==> src/rtl/tca_pkg.sv <==
// constants for the time, calendar and alarm core
// assumes a 20 MHz system clock and an APB master with 32-bit data
package tca_pkg;

	// ----------------------------------------------------------------
	// register indices, byte address is four times the index
	// ----------------------------------------------------------------
	localparam logic [5:0] IDX_SEC = 6'h00;
	localparam logic [5:0] IDX_MIN = 6'h01;
	localparam logic [5:0] IDX_HOUR = 6'h02;
	localparam logic [5:0] IDX_WEEK = 6'h03;
	localparam logic [5:0] IDX_DATE = 6'h04;
	localparam logic [5:0] IDX_MONTH = 6'h05;
	localparam logic [5:0] IDX_YEAR = 6'h06;
	localparam logic [5:0] IDX_ALM_MIN = 6'h08;
	localparam logic [5:0] IDX_ALM_HOUR = 6'h09;
	localparam logic [5:0] IDX_ALM_WD = 6'h0A;
	localparam logic [5:0] IDX_TMR_LO = 6'h0B;
	localparam logic [5:0] IDX_TMR_HI = 6'h0C;
	localparam logic [5:0] IDX_EXT = 6'h0D;
	localparam logic [5:0] IDX_FLAG = 6'h0E;
	localparam logic [5:0] IDX_CTRL = 6'h0F;

	// ----------------------------------------------------------------
	// field positions and writable masks
	// ----------------------------------------------------------------
	localparam int ALM_OFF_BIT = 7;
	localparam int EXT_WDS_BIT = 6;
	localparam int EXT_RUN_BIT = 4;
	localparam int EXT_TSEL_LSB = 0;
	localparam int FLG_TF_BIT = 4;
	localparam int FLG_AF_BIT = 3;
	localparam int CTL_TIE_BIT = 4;
	localparam int CTL_AIE_BIT = 3;
	localparam logic [7:0] SEC_MASK = 8'h7F;
	localparam logic [7:0] MIN_MASK = 8'h7F;
	localparam logic [7:0] HOUR_MASK = 8'h3F;
	localparam logic [7:0] WEEK_MASK = 8'h7F;
	localparam logic [7:0] DATE_MASK = 8'h3F;
	localparam logic [7:0] MONTH_MASK = 8'h1F;
	localparam logic [7:0] EXT_MASK = 8'h7F;
	localparam logic [7:0] FLAG_MASK = 8'h18;
	localparam logic [7:0] CTRL_MASK = 8'h18;

	// ----------------------------------------------------------------
	// counting limits and reset values
	// ----------------------------------------------------------------
	localparam logic [7:0] SEC_LAST = 8'h59;
	localparam logic [7:0] HOUR_LAST = 8'h23;
	localparam logic [7:0] MONTH_LAST = 8'h12;
	localparam logic [7:0] YEAR_LAST = 8'h99;
	localparam logic [7:0] DATE_LONG = 8'h31;
	localparam logic [7:0] DATE_SHORT = 8'h30;
	localparam logic [7:0] FEB_NORMAL = 8'h28;
	localparam logic [7:0] FEB_LEAP = 8'h29;
	localparam logic [7:0] MONTH_FEB = 8'h02;
	localparam logic [7:0] FIRST_ONE = 8'h01;
	localparam logic [7:0] WEEK_LAST = 8'h40;
	localparam logic [7:0] RST_ZERO = 8'h00;
	localparam logic [7:0] RST_YEAR = 8'h01;
	localparam logic [1:0] TSEL_4096 = 2'h0;
	localparam logic [1:0] TSEL_64 = 2'h1;
	localparam logic [1:0] TSEL_SEC = 2'h2;
	localparam logic [11:0] TMR_ONE = 12'h001;

	// ----------------------------------------------------------------
	// timing
	// ----------------------------------------------------------------
	localparam int DIV_W = 25;
	localparam int CLK_PERIOD_NS = 50;
	localparam int SEC_PERIOD_NS = 1000000000;
	localparam int TICK4096_PERIOD_NS = 244140;
	localparam int TICK64_PERIOD_NS = 15625000;
	localparam int SEC_CYCLES = SEC_PERIOD_NS / CLK_PERIOD_NS;
	localparam int TICK4096_CYCLES = TICK4096_PERIOD_NS / CLK_PERIOD_NS;
	localparam int TICK64_CYCLES = TICK64_PERIOD_NS / CLK_PERIOD_NS;

endpackage

==> src/rtl/tca_core.sv <==
// time, calendar, alarm and countdown timer core with an APB register slave
// assumes a synchronous APB master on CLK_I; all inputs synchronous to CLK_I
//
// What this block does
// - seconds count BCD 00 to 59, wrap to 00, carry into minutes
// - minutes count BCD 00 to 59, wrap to 00, carry into hours
// - hours count BCD 00 to 23, wrap to 00, carry into day
// - unused time and calendar bits ignore writes and read zero
// - weekday is one-hot in bits 0-6, rotates left, 40h returns to 01h
// - weekday 01h is Sunday up to 40h Saturday
// - calendar sequences correctly from 2001 through 2099
// - date, month and year hold BCD, one digit per nibble
// - date wraps after 31 or 30 depending on month, back to 01
// - February wraps after 28, or after 29 in leap years
// - year value multiple of four, including 00, is a leap year
// - month counts BCD 01 to 12, wraps to 01, carries into year
// - year counts BCD 00 to 99 then wraps to 00
// - alarm compares minute, hour and either weekday mask or date
// - alarm match sets alarm flag and drives interrupt low
// - timer preset is 12 bits: low byte plus low nibble of timer high register
// - select bit one compares date, zero compares weekday mask
// - timer run starts countdown; a tick at 001h sets flag, interrupt low, and reloads the preset
// - flags stay one until host writes zero; writing one does nothing
//
// Added by the designer: the APB register port.
`timescale 1ns/1ps

module tca_core #(
	parameter int SEC_CYCLES = tca_pkg::SEC_CYCLES,
	parameter int TICK4096_CYCLES = tca_pkg::TICK4096_CYCLES,
	parameter int TICK64_CYCLES = tca_pkg::TICK64_CYCLES
) (
	input wire logic CLK_I,
	input wire logic RST_N_I,
	input wire logic PSEL_I,
	input wire logic PENABLE_I,
	input wire logic PWRITE_I,
	input wire logic [7:0] PADDR_I,
	input wire logic [31:0] PWDATA_I,
	output logic [31:0] PRDATA_O,
	output logic PREADY_O,
	output logic PSLVERR_O,
	output logic INT_N_O
);

	// ----------------------------------------------------------------
	// state
	// ----------------------------------------------------------------
	typedef struct packed {
		logic pready;
		logic pslverr;
		logic [31:0] prdata;
		logic int_n;
		logic [7:0] sec;
		logic [7:0] min;
		logic [7:0] hour;
		logic [7:0] week;
		logic [7:0] date;
		logic [7:0] month;
		logic [7:0] year;
		logic [7:0] alm_min;
		logic [7:0] alm_hour;
		logic [7:0] alm_wd;
		logic [7:0] tmr_lo;
		logic [7:0] tmr_hi;
		logic [7:0] ext;
		logic [7:0] flg;
		logic [7:0] ctl;
		logic [11:0] tmr_cnt;
		logic run_q;
		logic alarm_chk;
		logic [tca_pkg::DIV_W-1:0] sec_div;
		logic [tca_pkg::DIV_W-1:0] div4096;
		logic [tca_pkg::DIV_W-1:0] div64;
	} tca_state_t;

	tca_state_t st;
	tca_state_t next_st;

	// ----------------------------------------------------------------
	// helpers
	// ----------------------------------------------------------------
	function automatic logic [7:0] bcd_inc(input logic [7:0] v);
		if (v[3:0] == 4'h9) begin
			bcd_inc = {4'(v[7:4] + 4'h1), 4'h0};
		end else begin
			bcd_inc = 8'(v + 8'h01);
		end
	endfunction

	// tens even needs units 0/4/8, tens odd needs units 2/6
	function automatic logic is_leap(input logic [7:0] y);
		is_leap = (y[1:0] == {y[4], 1'b0});
	endfunction

	function automatic logic [7:0] date_last(input logic [7:0] m, input logic [7:0] y);
		case (m)
			tca_pkg::MONTH_FEB: date_last = is_leap(y) ? tca_pkg::FEB_LEAP : tca_pkg::FEB_NORMAL;
			8'h04, 8'h06, 8'h09, 8'h11: date_last = tca_pkg::DATE_SHORT;
			default: date_last = tca_pkg::DATE_LONG;
		endcase
	endfunction

	// ----------------------------------------------------------------
	// bus decode and tick chain
	// ----------------------------------------------------------------
	logic [5:0] idx;
	logic mapped;
	logic access;
	logic wr;
	logic wr_ok;
	logic [7:0] wdat;
	logic sec_tick;
	logic t4096;
	logic t64;
	logic sec_wrap;
	logic min_wrap;
	logic hour_wrap;
	logic date_wrap;
	logic month_wrap;
	logic run;
	logic tmr_tick;
	logic alarm_match;
	logic wd_hit;
	logic [7:0] rd_byte;

	assign idx = PADDR_I[7:2];
	assign mapped = (PADDR_I[1:0] == 2'h0) && (idx <= tca_pkg::IDX_CTRL) && (idx != 6'h07);
	assign access = PSEL_I && PENABLE_I;
	assign wr = access && st.pready && PWRITE_I;
	assign wr_ok = wr && mapped;
	assign wdat = PWDATA_I[7:0];

	assign sec_tick = (st.sec_div == tca_pkg::DIV_W'(SEC_CYCLES - 1));
	assign t4096 = (st.div4096 == tca_pkg::DIV_W'(TICK4096_CYCLES - 1));
	assign t64 = (st.div64 == tca_pkg::DIV_W'(TICK64_CYCLES - 1));
	assign sec_wrap = sec_tick && (st.sec == tca_pkg::SEC_LAST);
	assign min_wrap = sec_wrap && (st.min == tca_pkg::SEC_LAST);
	assign hour_wrap = min_wrap && (st.hour == tca_pkg::HOUR_LAST);
	assign date_wrap = hour_wrap && (st.date == date_last(st.month, st.year));
	assign month_wrap = date_wrap && (st.month == tca_pkg::MONTH_LAST);

	// source tick for the countdown
	assign run = st.ext[tca_pkg::EXT_RUN_BIT];
	always_comb begin
		case (st.ext[tca_pkg::EXT_TSEL_LSB +: 2])
			tca_pkg::TSEL_4096: tmr_tick = t4096;
			tca_pkg::TSEL_64: tmr_tick = t64;
			tca_pkg::TSEL_SEC: tmr_tick = sec_tick;
			default: tmr_tick = sec_wrap;
		endcase
	end

	// disabled fields always count as matching
	assign wd_hit = st.ext[tca_pkg::EXT_WDS_BIT] ?
		(st.alm_wd[5:0] == st.date[5:0]) :
		((st.alm_wd[6:0] & st.week[6:0]) != 7'h00);
	assign alarm_match = (st.alm_min[tca_pkg::ALM_OFF_BIT] || st.alm_min[6:0] == st.min[6:0])
		&& (st.alm_hour[tca_pkg::ALM_OFF_BIT] || st.alm_hour[5:0] == st.hour[5:0])
		&& (st.alm_wd[tca_pkg::ALM_OFF_BIT] || wd_hit);

	// ----------------------------------------------------------------
	// read mux
	// ----------------------------------------------------------------
	always_comb begin
		case (idx)
			tca_pkg::IDX_SEC: rd_byte = st.sec;
			tca_pkg::IDX_MIN: rd_byte = st.min;
			tca_pkg::IDX_HOUR: rd_byte = st.hour;
			tca_pkg::IDX_WEEK: rd_byte = st.week;
			tca_pkg::IDX_DATE: rd_byte = st.date;
			tca_pkg::IDX_MONTH: rd_byte = st.month;
			tca_pkg::IDX_YEAR: rd_byte = st.year;
			tca_pkg::IDX_ALM_MIN: rd_byte = st.alm_min;
			tca_pkg::IDX_ALM_HOUR: rd_byte = st.alm_hour;
			tca_pkg::IDX_ALM_WD: rd_byte = st.alm_wd;
			tca_pkg::IDX_TMR_LO: rd_byte = st.tmr_lo;
			tca_pkg::IDX_TMR_HI: rd_byte = st.tmr_hi;
			tca_pkg::IDX_EXT: rd_byte = st.ext;
			tca_pkg::IDX_FLAG: rd_byte = st.flg;
			tca_pkg::IDX_CTRL: rd_byte = st.ctl;
			default: rd_byte = 8'h00;
		endcase
	end

	// ----------------------------------------------------------------
	// next state
	// ----------------------------------------------------------------
	always_comb begin
		next_st = st;

		// bus: one wait state, answer on the second access cycle
		next_st.pready = access && !st.pready;
		next_st.pslverr = access && !st.pready && !mapped;
		if (access && !st.pready) begin
			next_st.prdata = {24'h000000, (mapped ? rd_byte : 8'h00)};
		end

		// prescalers
		next_st.sec_div = sec_tick ? '0 : tca_pkg::DIV_W'(st.sec_div + 1'b1);
		next_st.div4096 = t4096 ? '0 : tca_pkg::DIV_W'(st.div4096 + 1'b1);
		next_st.div64 = t64 ? '0 : tca_pkg::DIV_W'(st.div64 + 1'b1);

		// time and calendar carry chain, BCD except the one-hot weekday
		if (sec_tick) begin
			next_st.sec = sec_wrap ? tca_pkg::RST_ZERO : bcd_inc(st.sec);
		end
		if (sec_wrap) begin
			next_st.min = min_wrap ? tca_pkg::RST_ZERO : bcd_inc(st.min);
		end
		if (min_wrap) begin
			next_st.hour = hour_wrap ? tca_pkg::RST_ZERO : bcd_inc(st.hour);
		end
		if (hour_wrap) begin
			next_st.week = {1'b0, st.week[5:0], st.week[6]};
			next_st.date = date_wrap ? tca_pkg::FIRST_ONE : bcd_inc(st.date);
		end
		if (date_wrap) begin
			next_st.month = month_wrap ? tca_pkg::FIRST_ONE : bcd_inc(st.month);
		end
		if (month_wrap) begin
			next_st.year = (st.year == tca_pkg::YEAR_LAST) ? tca_pkg::RST_ZERO :
				bcd_inc(st.year);
		end

		// alarm is compared once against the freshly updated minute
		next_st.alarm_chk = sec_wrap;

		// countdown timer
		next_st.run_q = run;
		if (run && !st.run_q) begin
			next_st.tmr_cnt = {st.tmr_hi[3:0], st.tmr_lo};
		end else if (run && tmr_tick) begin
			if (st.tmr_cnt == tca_pkg::TMR_ONE) begin
				next_st.tmr_cnt = {st.tmr_hi[3:0], st.tmr_lo};
			end else if (st.tmr_cnt != 12'h000) begin
				next_st.tmr_cnt = 12'(st.tmr_cnt - 12'h001);
			end
		end

		// register writes win over the counter update of the same edge
		if (wr_ok) begin
			case (idx)
				tca_pkg::IDX_SEC: begin
					next_st.sec = wdat & tca_pkg::SEC_MASK;
					next_st.sec_div = '0;
				end
				tca_pkg::IDX_MIN: next_st.min = wdat & tca_pkg::MIN_MASK;
				tca_pkg::IDX_HOUR: next_st.hour = wdat & tca_pkg::HOUR_MASK;
				tca_pkg::IDX_WEEK: next_st.week = wdat & tca_pkg::WEEK_MASK;
				tca_pkg::IDX_DATE: next_st.date = wdat & tca_pkg::DATE_MASK;
				tca_pkg::IDX_MONTH: next_st.month = wdat & tca_pkg::MONTH_MASK;
				tca_pkg::IDX_YEAR: next_st.year = wdat;
				tca_pkg::IDX_ALM_MIN: next_st.alm_min = wdat;
				tca_pkg::IDX_ALM_HOUR: next_st.alm_hour = wdat;
				tca_pkg::IDX_ALM_WD: next_st.alm_wd = wdat;
				tca_pkg::IDX_TMR_LO: next_st.tmr_lo = wdat;
				tca_pkg::IDX_TMR_HI: next_st.tmr_hi = wdat;
				tca_pkg::IDX_EXT: next_st.ext = wdat & tca_pkg::EXT_MASK;
				tca_pkg::IDX_FLAG: next_st.flg = st.flg & wdat & tca_pkg::FLAG_MASK;
				tca_pkg::IDX_CTRL: next_st.ctl = wdat & tca_pkg::CTRL_MASK;
				default: next_st.flg = st.flg;
			endcase
		end

		// flag sets come last so an event beats a clearing write
		if (st.alarm_chk && alarm_match) begin
			next_st.flg[tca_pkg::FLG_AF_BIT] = 1'b1;
		end
		if (run && st.run_q && tmr_tick && st.tmr_cnt == tca_pkg::TMR_ONE) begin
			next_st.flg[tca_pkg::FLG_TF_BIT] = 1'b1;
		end

		// interrupt low while an enabled flag stands
		next_st.int_n = !((next_st.flg[tca_pkg::FLG_AF_BIT] && next_st.ctl[tca_pkg::CTL_AIE_BIT])
			|| (next_st.flg[tca_pkg::FLG_TF_BIT] && next_st.ctl[tca_pkg::CTL_TIE_BIT]));
	end

	// ----------------------------------------------------------------
	// registers
	// ----------------------------------------------------------------
	always_ff @(posedge CLK_I or negedge RST_N_I) begin
		if (!RST_N_I) begin
			st <= '0;
			st.int_n <= 1'b1;
			st.week <= tca_pkg::FIRST_ONE;
			st.date <= tca_pkg::FIRST_ONE;
			st.month <= tca_pkg::FIRST_ONE;
			st.year <= tca_pkg::RST_YEAR;
		end else begin
			st <= next_st;
		end
	end

	assign PRDATA_O = st.prdata;
	assign PREADY_O = st.pready;
	assign PSLVERR_O = st.pslverr;
	assign INT_N_O = st.int_n;
endmodule // tca_core

==> config.mk <==
export PLATFORM = sky130hd
export DESIGN_NAME = tca_core
export DESIGN_NICKNAME = d
export VERILOG_FILES = /design/src/rtl/tca_pkg.sv /design/src/rtl/tca_core.sv
export SDC_FILE = /design/constraint.sdc
export NUM_CORES = 1
export LEC_CHECK = 0
export ABC_AREA = 0
export BUFFER_PORTS_ARGS = -buffer_cell sky130_fd_sc_hd__buf_2
export CORE_MARGIN = 1
export CORE_UTILIZATION = 50
export CTS_BUF_LIST = sky130_fd_sc_hd__clkbuf_16
export DETAILED_ROUTE_END_ITERATION = 10
export PLACE_DENSITY = 0.7
export SLEW_MARGIN = 25
export SYNTH_ARGS = -nofsm -noshare
export SYNTH_HDL_FRONTEND = slang
export SYNTH_SLANG_ARGS = --single-unit
==> constraint.sdc <==
create_clock -name CLK_I -period 2.4 [get_ports CLK_I]
set_input_delay 0.48 -clock CLK_I [delete_from_list [all_inputs] [get_ports CLK_I]]
set_output_delay 0.48 -clock CLK_I [all_outputs]
set_load 0.005 [all_outputs]
# Yosys cells after proc, flatten, opt, wreduce, memory -nomap -nowiden
# Cells that the tools add are included.
[classes] n_reduce_logical=46 n_bitwise=2 addsub=16 order_cmp=1 eq_ne=42 muxes=51
[ops] op="two-way mux 8 bit" n=30
[ops] op="two-way mux 25 bit" n=5
[ops] op="two-way mux 120 bit" n=1
[ops] op="one-hot mux 8 bit (15 select lines)" n=1
[ops] op="adder 25 x 1 -> 25 bit, second input constant" n=3
[ops] op="adder 8 x 1 -> 8 bit, second input constant" n=6
[ops] op="== test 6 x 4 -> 1 bit, second input constant" n=8
[ops] op="two-way mux 12 bit" n=4
[ops] op="== test 25 x 13 -> 1 bit, second input constant" n=1
[ops] op="== test 25 x 19 -> 1 bit, second input constant" n=1
[ops] op="== test 25 bit, second input constant" n=1
[ops] op="adder 4 x 1 -> 4 bit, second input constant" n=6
[ops] op="== test 4 bit, second input constant" n=6
[ops] op="logical AND 1 bit" n=23
[ops] op="== test 6 x 3 -> 1 bit, second input constant" n=3
[ops] op="== test 8 x 3 -> 1 bit, second input constant" n=2
[ops] op="== test 8 x 5 -> 1 bit, second input constant" n=2
[ops] op="== test 8 x 7 -> 1 bit, second input constant" n=2
[ops] op="two-way mux 16 bit" n=1
[ops] op="AND reduction 2 bit" n=7
[ops] op="== test 12 x 1 -> 1 bit, second input constant" n=1
[ops] op="== test 6 x 2 -> 1 bit, second input constant" n=2
[ops] op="== test 6 bit" n=2
[ops] op="nonzero test 12 bit" n=1
[ops] op="other kinds (28)" n=39
[word_totals] output_inout_bits=35 register_bits=207 word_cells=183 in_bits=45

# Longest topological paths before layout
[depth] ltp_word=14 depth_mapped=12 depth_no_buf=9

# Worst setup path before layout
# No wires, ideal clock.
[synth_timing] path_type="reg2reg" from="reg st[202] (netlist name)" to="reg st[187] (netlist name)" path_buffers=2 setup_time_ns=0.125 required_ns=2.275 setup_slack_ns=-0.225 period_less_slack_ns=2.625 path_stages_with_launch=12 arrival_time_ns=2.500 cell_sequence="dfrtp_1 > inv_1 > ha_1 > and3b_1 > clkbuf_1 > nand4b_1 > or4_4 > buf_2 > nor2_1 > a21oi_1 > a31o_2 > mux2_2"
[synth_rtl] element="start, declared" line_no="tca_core.sv:77" rtl="tca_state_t st;"
[synth_rtl] element="start signal, assigned" line_no="tca_core.sv:291" rtl="st <= next_st;"

==> run metrics <==
Cell Count, Final, Fillers Out between 1500 and 2000; CTS tree built; Total Power 7.845 mW; HP Class in -> reg; met2 GRT Util 0.4867; Commonest cells post-synth 202 x dfrtp_1, 141 x nor2_1, 114 x nand2_1, 67 x o21ai_0, 64 x nand3_1; die width ~160 um; fin. max-slew vios 0; core area between 20000 and 25000 um2; Root Buffer clkbuf_16; largest net degree at the start of global routing slightly above 60; Util after Layout 0.6569; Final Wtd Congestion around 0.96; Wirelength per Cell approximately 20 um; hold slack final roughly 0.35 ns; critical path launch point type flip-flop; met3 Usage GRT 0.05858; worst path arrival time between 2 and 3 ns; clk_lat worst skew 0.53 ns; Area contributors post-synth dfrtp_1 42%, mux2_2 4.9%, nor2_1 4.4%; vias around 11000; Routed Antenna Nets 0; Placed Cells 1772; sequential area share after synthesis 0.4275; Starting DRT DRC Count ~1100; Top Ports 80; unrepaired setup endpoints after global routing true; vias per inst approximately 6.0; final number of hold-violating endpoints 0; CTS buffer count 23; clk sinks between 200 and 250; PortBufs 31; Static Leak 6.990 nW; # diodes 0; Slew @ Worst Pin ~0.81 ns; post-DP HPWL 24930 um; Die Height roughly 160 um; mapped cell area about 12000 um2; layout cells sized above 1 0.3001; flip-flop and latch area 5186 um2; top-area cell type share of the netlist area 0.4166; Clock Path Buffers 3; P per Cell Area a little over 500 nW/um2; Synth Instances approximately 1300; Setup CP Type reg -> reg; std cell rows 56; Post-synth ARST share 1.000; WL final ~36000 um; Final min period 2.564 ns; first-pass detailed-route iteration total 6; net total in the final layout 1582; setup slack after layout -0.1640 ns; first-pass GRT wire length approximately 57000 um; most common cell in the netlist dfrtp_1; area of the multi-input gates around 7000 um2; vias in the first global route between 10000 and 15000; Post-synth EDFFs 0; Max Cap Viol 0; relative slew slack 0.4585; Max rail drop VDD 583.9 uV; total gr overflow 0; Reg-to-Reg Start st[202]$_DFF_PN0_; r2r endpoint st[156]$_DFF_PN0_; status finished, violations left; Reg clk slew, reported paths 0.06 ns; synthesis-to-finish area growth 27.84%; yosys synthesis warning count 0; GRT Max-Usage Layer met2; syn avg cell area around 9.4 um2; die area between 20000 and 25000 um2; post-synth top area cell dfrtp_1; crit end category flip-flop; GRT Total Usage 0.2930; Critical Path Sink st[156]$_DFF_PN0_; DR DRC count 0; flop2flop setup slack -0.16 ns; antenna violations before repair 0; Achievable Freq just under 0.4 GHz; fill count around 1900; Crit Path Max Fanout 5; endpoints failing setup 26; synth unique cells 75; ys flop type dfrtp_1; # H-tree levels 1; GRT met1 Usage 0.3626; Yosys reg bits around 210; Final Skew 0.01538 ns; final worst-path cycle share 1.068; Crit. Startpoint st[202]$_DFF_PN0_; initial core utilization 0.5138; r2r worst-path depth 12; failing checks negative setup slack; Critical Path RT between 2 and 3 ns
-- metal layers --
layer,share of wire,vias up
met5,0,-
met3,0.077,138
met1,0.40,5369
met4,0.054,0
li1,-,5019
met2,0.47,487
-- timing repair --
| action | 4_1_cts | 5_1_grt |
|---|---|---|
| hold endpoints to repair | 54 | 0 |
| hold buffers | 1 | 0 |
| setup endpoints to repair | 55 | 50 |
| resized for setup | 48 | 70 |
| buffers inserted | 20 | 11 |
| pin swaps | 52 | 33 |
-- how the worst min path moves through the flow --
stage	start	endpoint	slack, ns	cells after the start
final	PWDATA_I[7]	st[160]$_DFF_PN0_	0.35	3
after global routing	PWDATA_I[7]	st[160]$_DFF_PN0_	0.35	3
after CTS	PWDATA_I[7]	st[160]$_DFF_PN0_	0.33	3
after detailed placement	RST_N_I	st[163]$_DFF_PN0_	0.47	1
after global placement	PRDATA_O[1]$_DFFE_PN0P_	PRDATA_O[1]$_DFFE_PN0P_	0.46	1
after floorplan	RST_N_I	PRDATA_O[0]$_DFFE_PN0P_	0.18	0
-- flip-flops by register name, summed over array words and instances (netlist names) --
signal and count:
PSLVERR_O 1, INT_N_O 1, PRDATA_O 8, st 195, next_st 1, PREADY_O 1
-- cell usage in the layout, fill, tap and decap left out, types with 11 or more instances in the layout --
| cell | netlist | layout |
|---|---|---|
| buf_4 | 32 | 208 |
| dfrtp_1 | 202 | 202 |
| nor2_1 | 141 | 138 |
| nand2_1 | 114 | 106 |
| nand3_1 | 64 | 62 |
| o21ai_0 | 67 | 59 |
| xnor2_1 | 56 | 55 |
| mux2_2 | 53 | 53 |
| xor2_1 | 46 | 46 |
| a21oi_1 | 54 | 39 |
| inv_1 | 28 | 31 |
| buf_2 | 9 | 30 |
| ha_1 | 28 | 27 |
| nor3_1 | 38 | 26 |
| nand4_1 | 26 | 26 |
| and3_1 | 27 | 26 |
| conb_1 | 1 | 24 |
| clkbuf_16 | 0 | 23 |
| mux2i_1 | 20 | 19 |
| nor3_2 | 8 | 17 |
| buf_6 | 0 | 17 |
| a31oi_1 | 16 | 16 |
| a21oi_2 | 1 | 14 |
| nor4_1 | 18 | 13 |
| a22oi_1 | 14 | 13 |
| nand2b_1 | 11 | 11 |
-- critical path: stages (launching register included) --
cell and delay [ns]:
dfrtp_1 0.38, inv_1 0.06, ha_1 0.12, and3b_1 0.16
nand4b_1 0.11, buf_6 0.15, nor4_4 0.32, buf_4 0.19
buf_8 0.10, nand3_1 0.16, a21oi_4 0.24, a41oi_1 0.17
o31ai_1 0.29
-- kinds of logic (layout without fill, tap and decap cells) --
logic type,count (synthesis),in the layout,share of synthesized area
AND/OR/NAND/NOR,532,532,0.2272
AO/OA/AOI/OAI,215,215,0.1109
flip-flops,207,207,0.4275
buffers and inverters,118,335,0.04744
XOR/XNOR,102,102,0.07363
multiplexers,83,83,0.08425
adder cells (fa/ha/maj),28,28,0.02888
other,1,24,0.0003091
-- where the power goes --
part	leakage (nW)	switching (mW)	internal (mW)
logic	4.02	0.326	0.187
clock network	0.398	1.48	2.28
registers	2.57	0.0283	3.54
-- per-stage QoR --
stage	area (um2)	setup TNS, ns	setup slack (ns)
finish	15510	-1.385	-0.1640
global route	15510	-5.444	-0.2561
CTS	15130	-0.6050	-0.07822
detailed placement	13950	-9.917	-0.3947
global placement	13950	-5.669	-0.2684
floorplan	12260	-0.4253	-0.06722
-- area by class of cell --
cell class	count	area share
timing repair buffer	265	0.1343
sequential	207	0.3344
clock inverter	19	0.01420
inverter	28	0.006776
multi-input combinational	984	0.4475
tap	319	0.02573
clock buffer	23	0.03711
No activity file was read; power rests on OpenSTA's default activity.
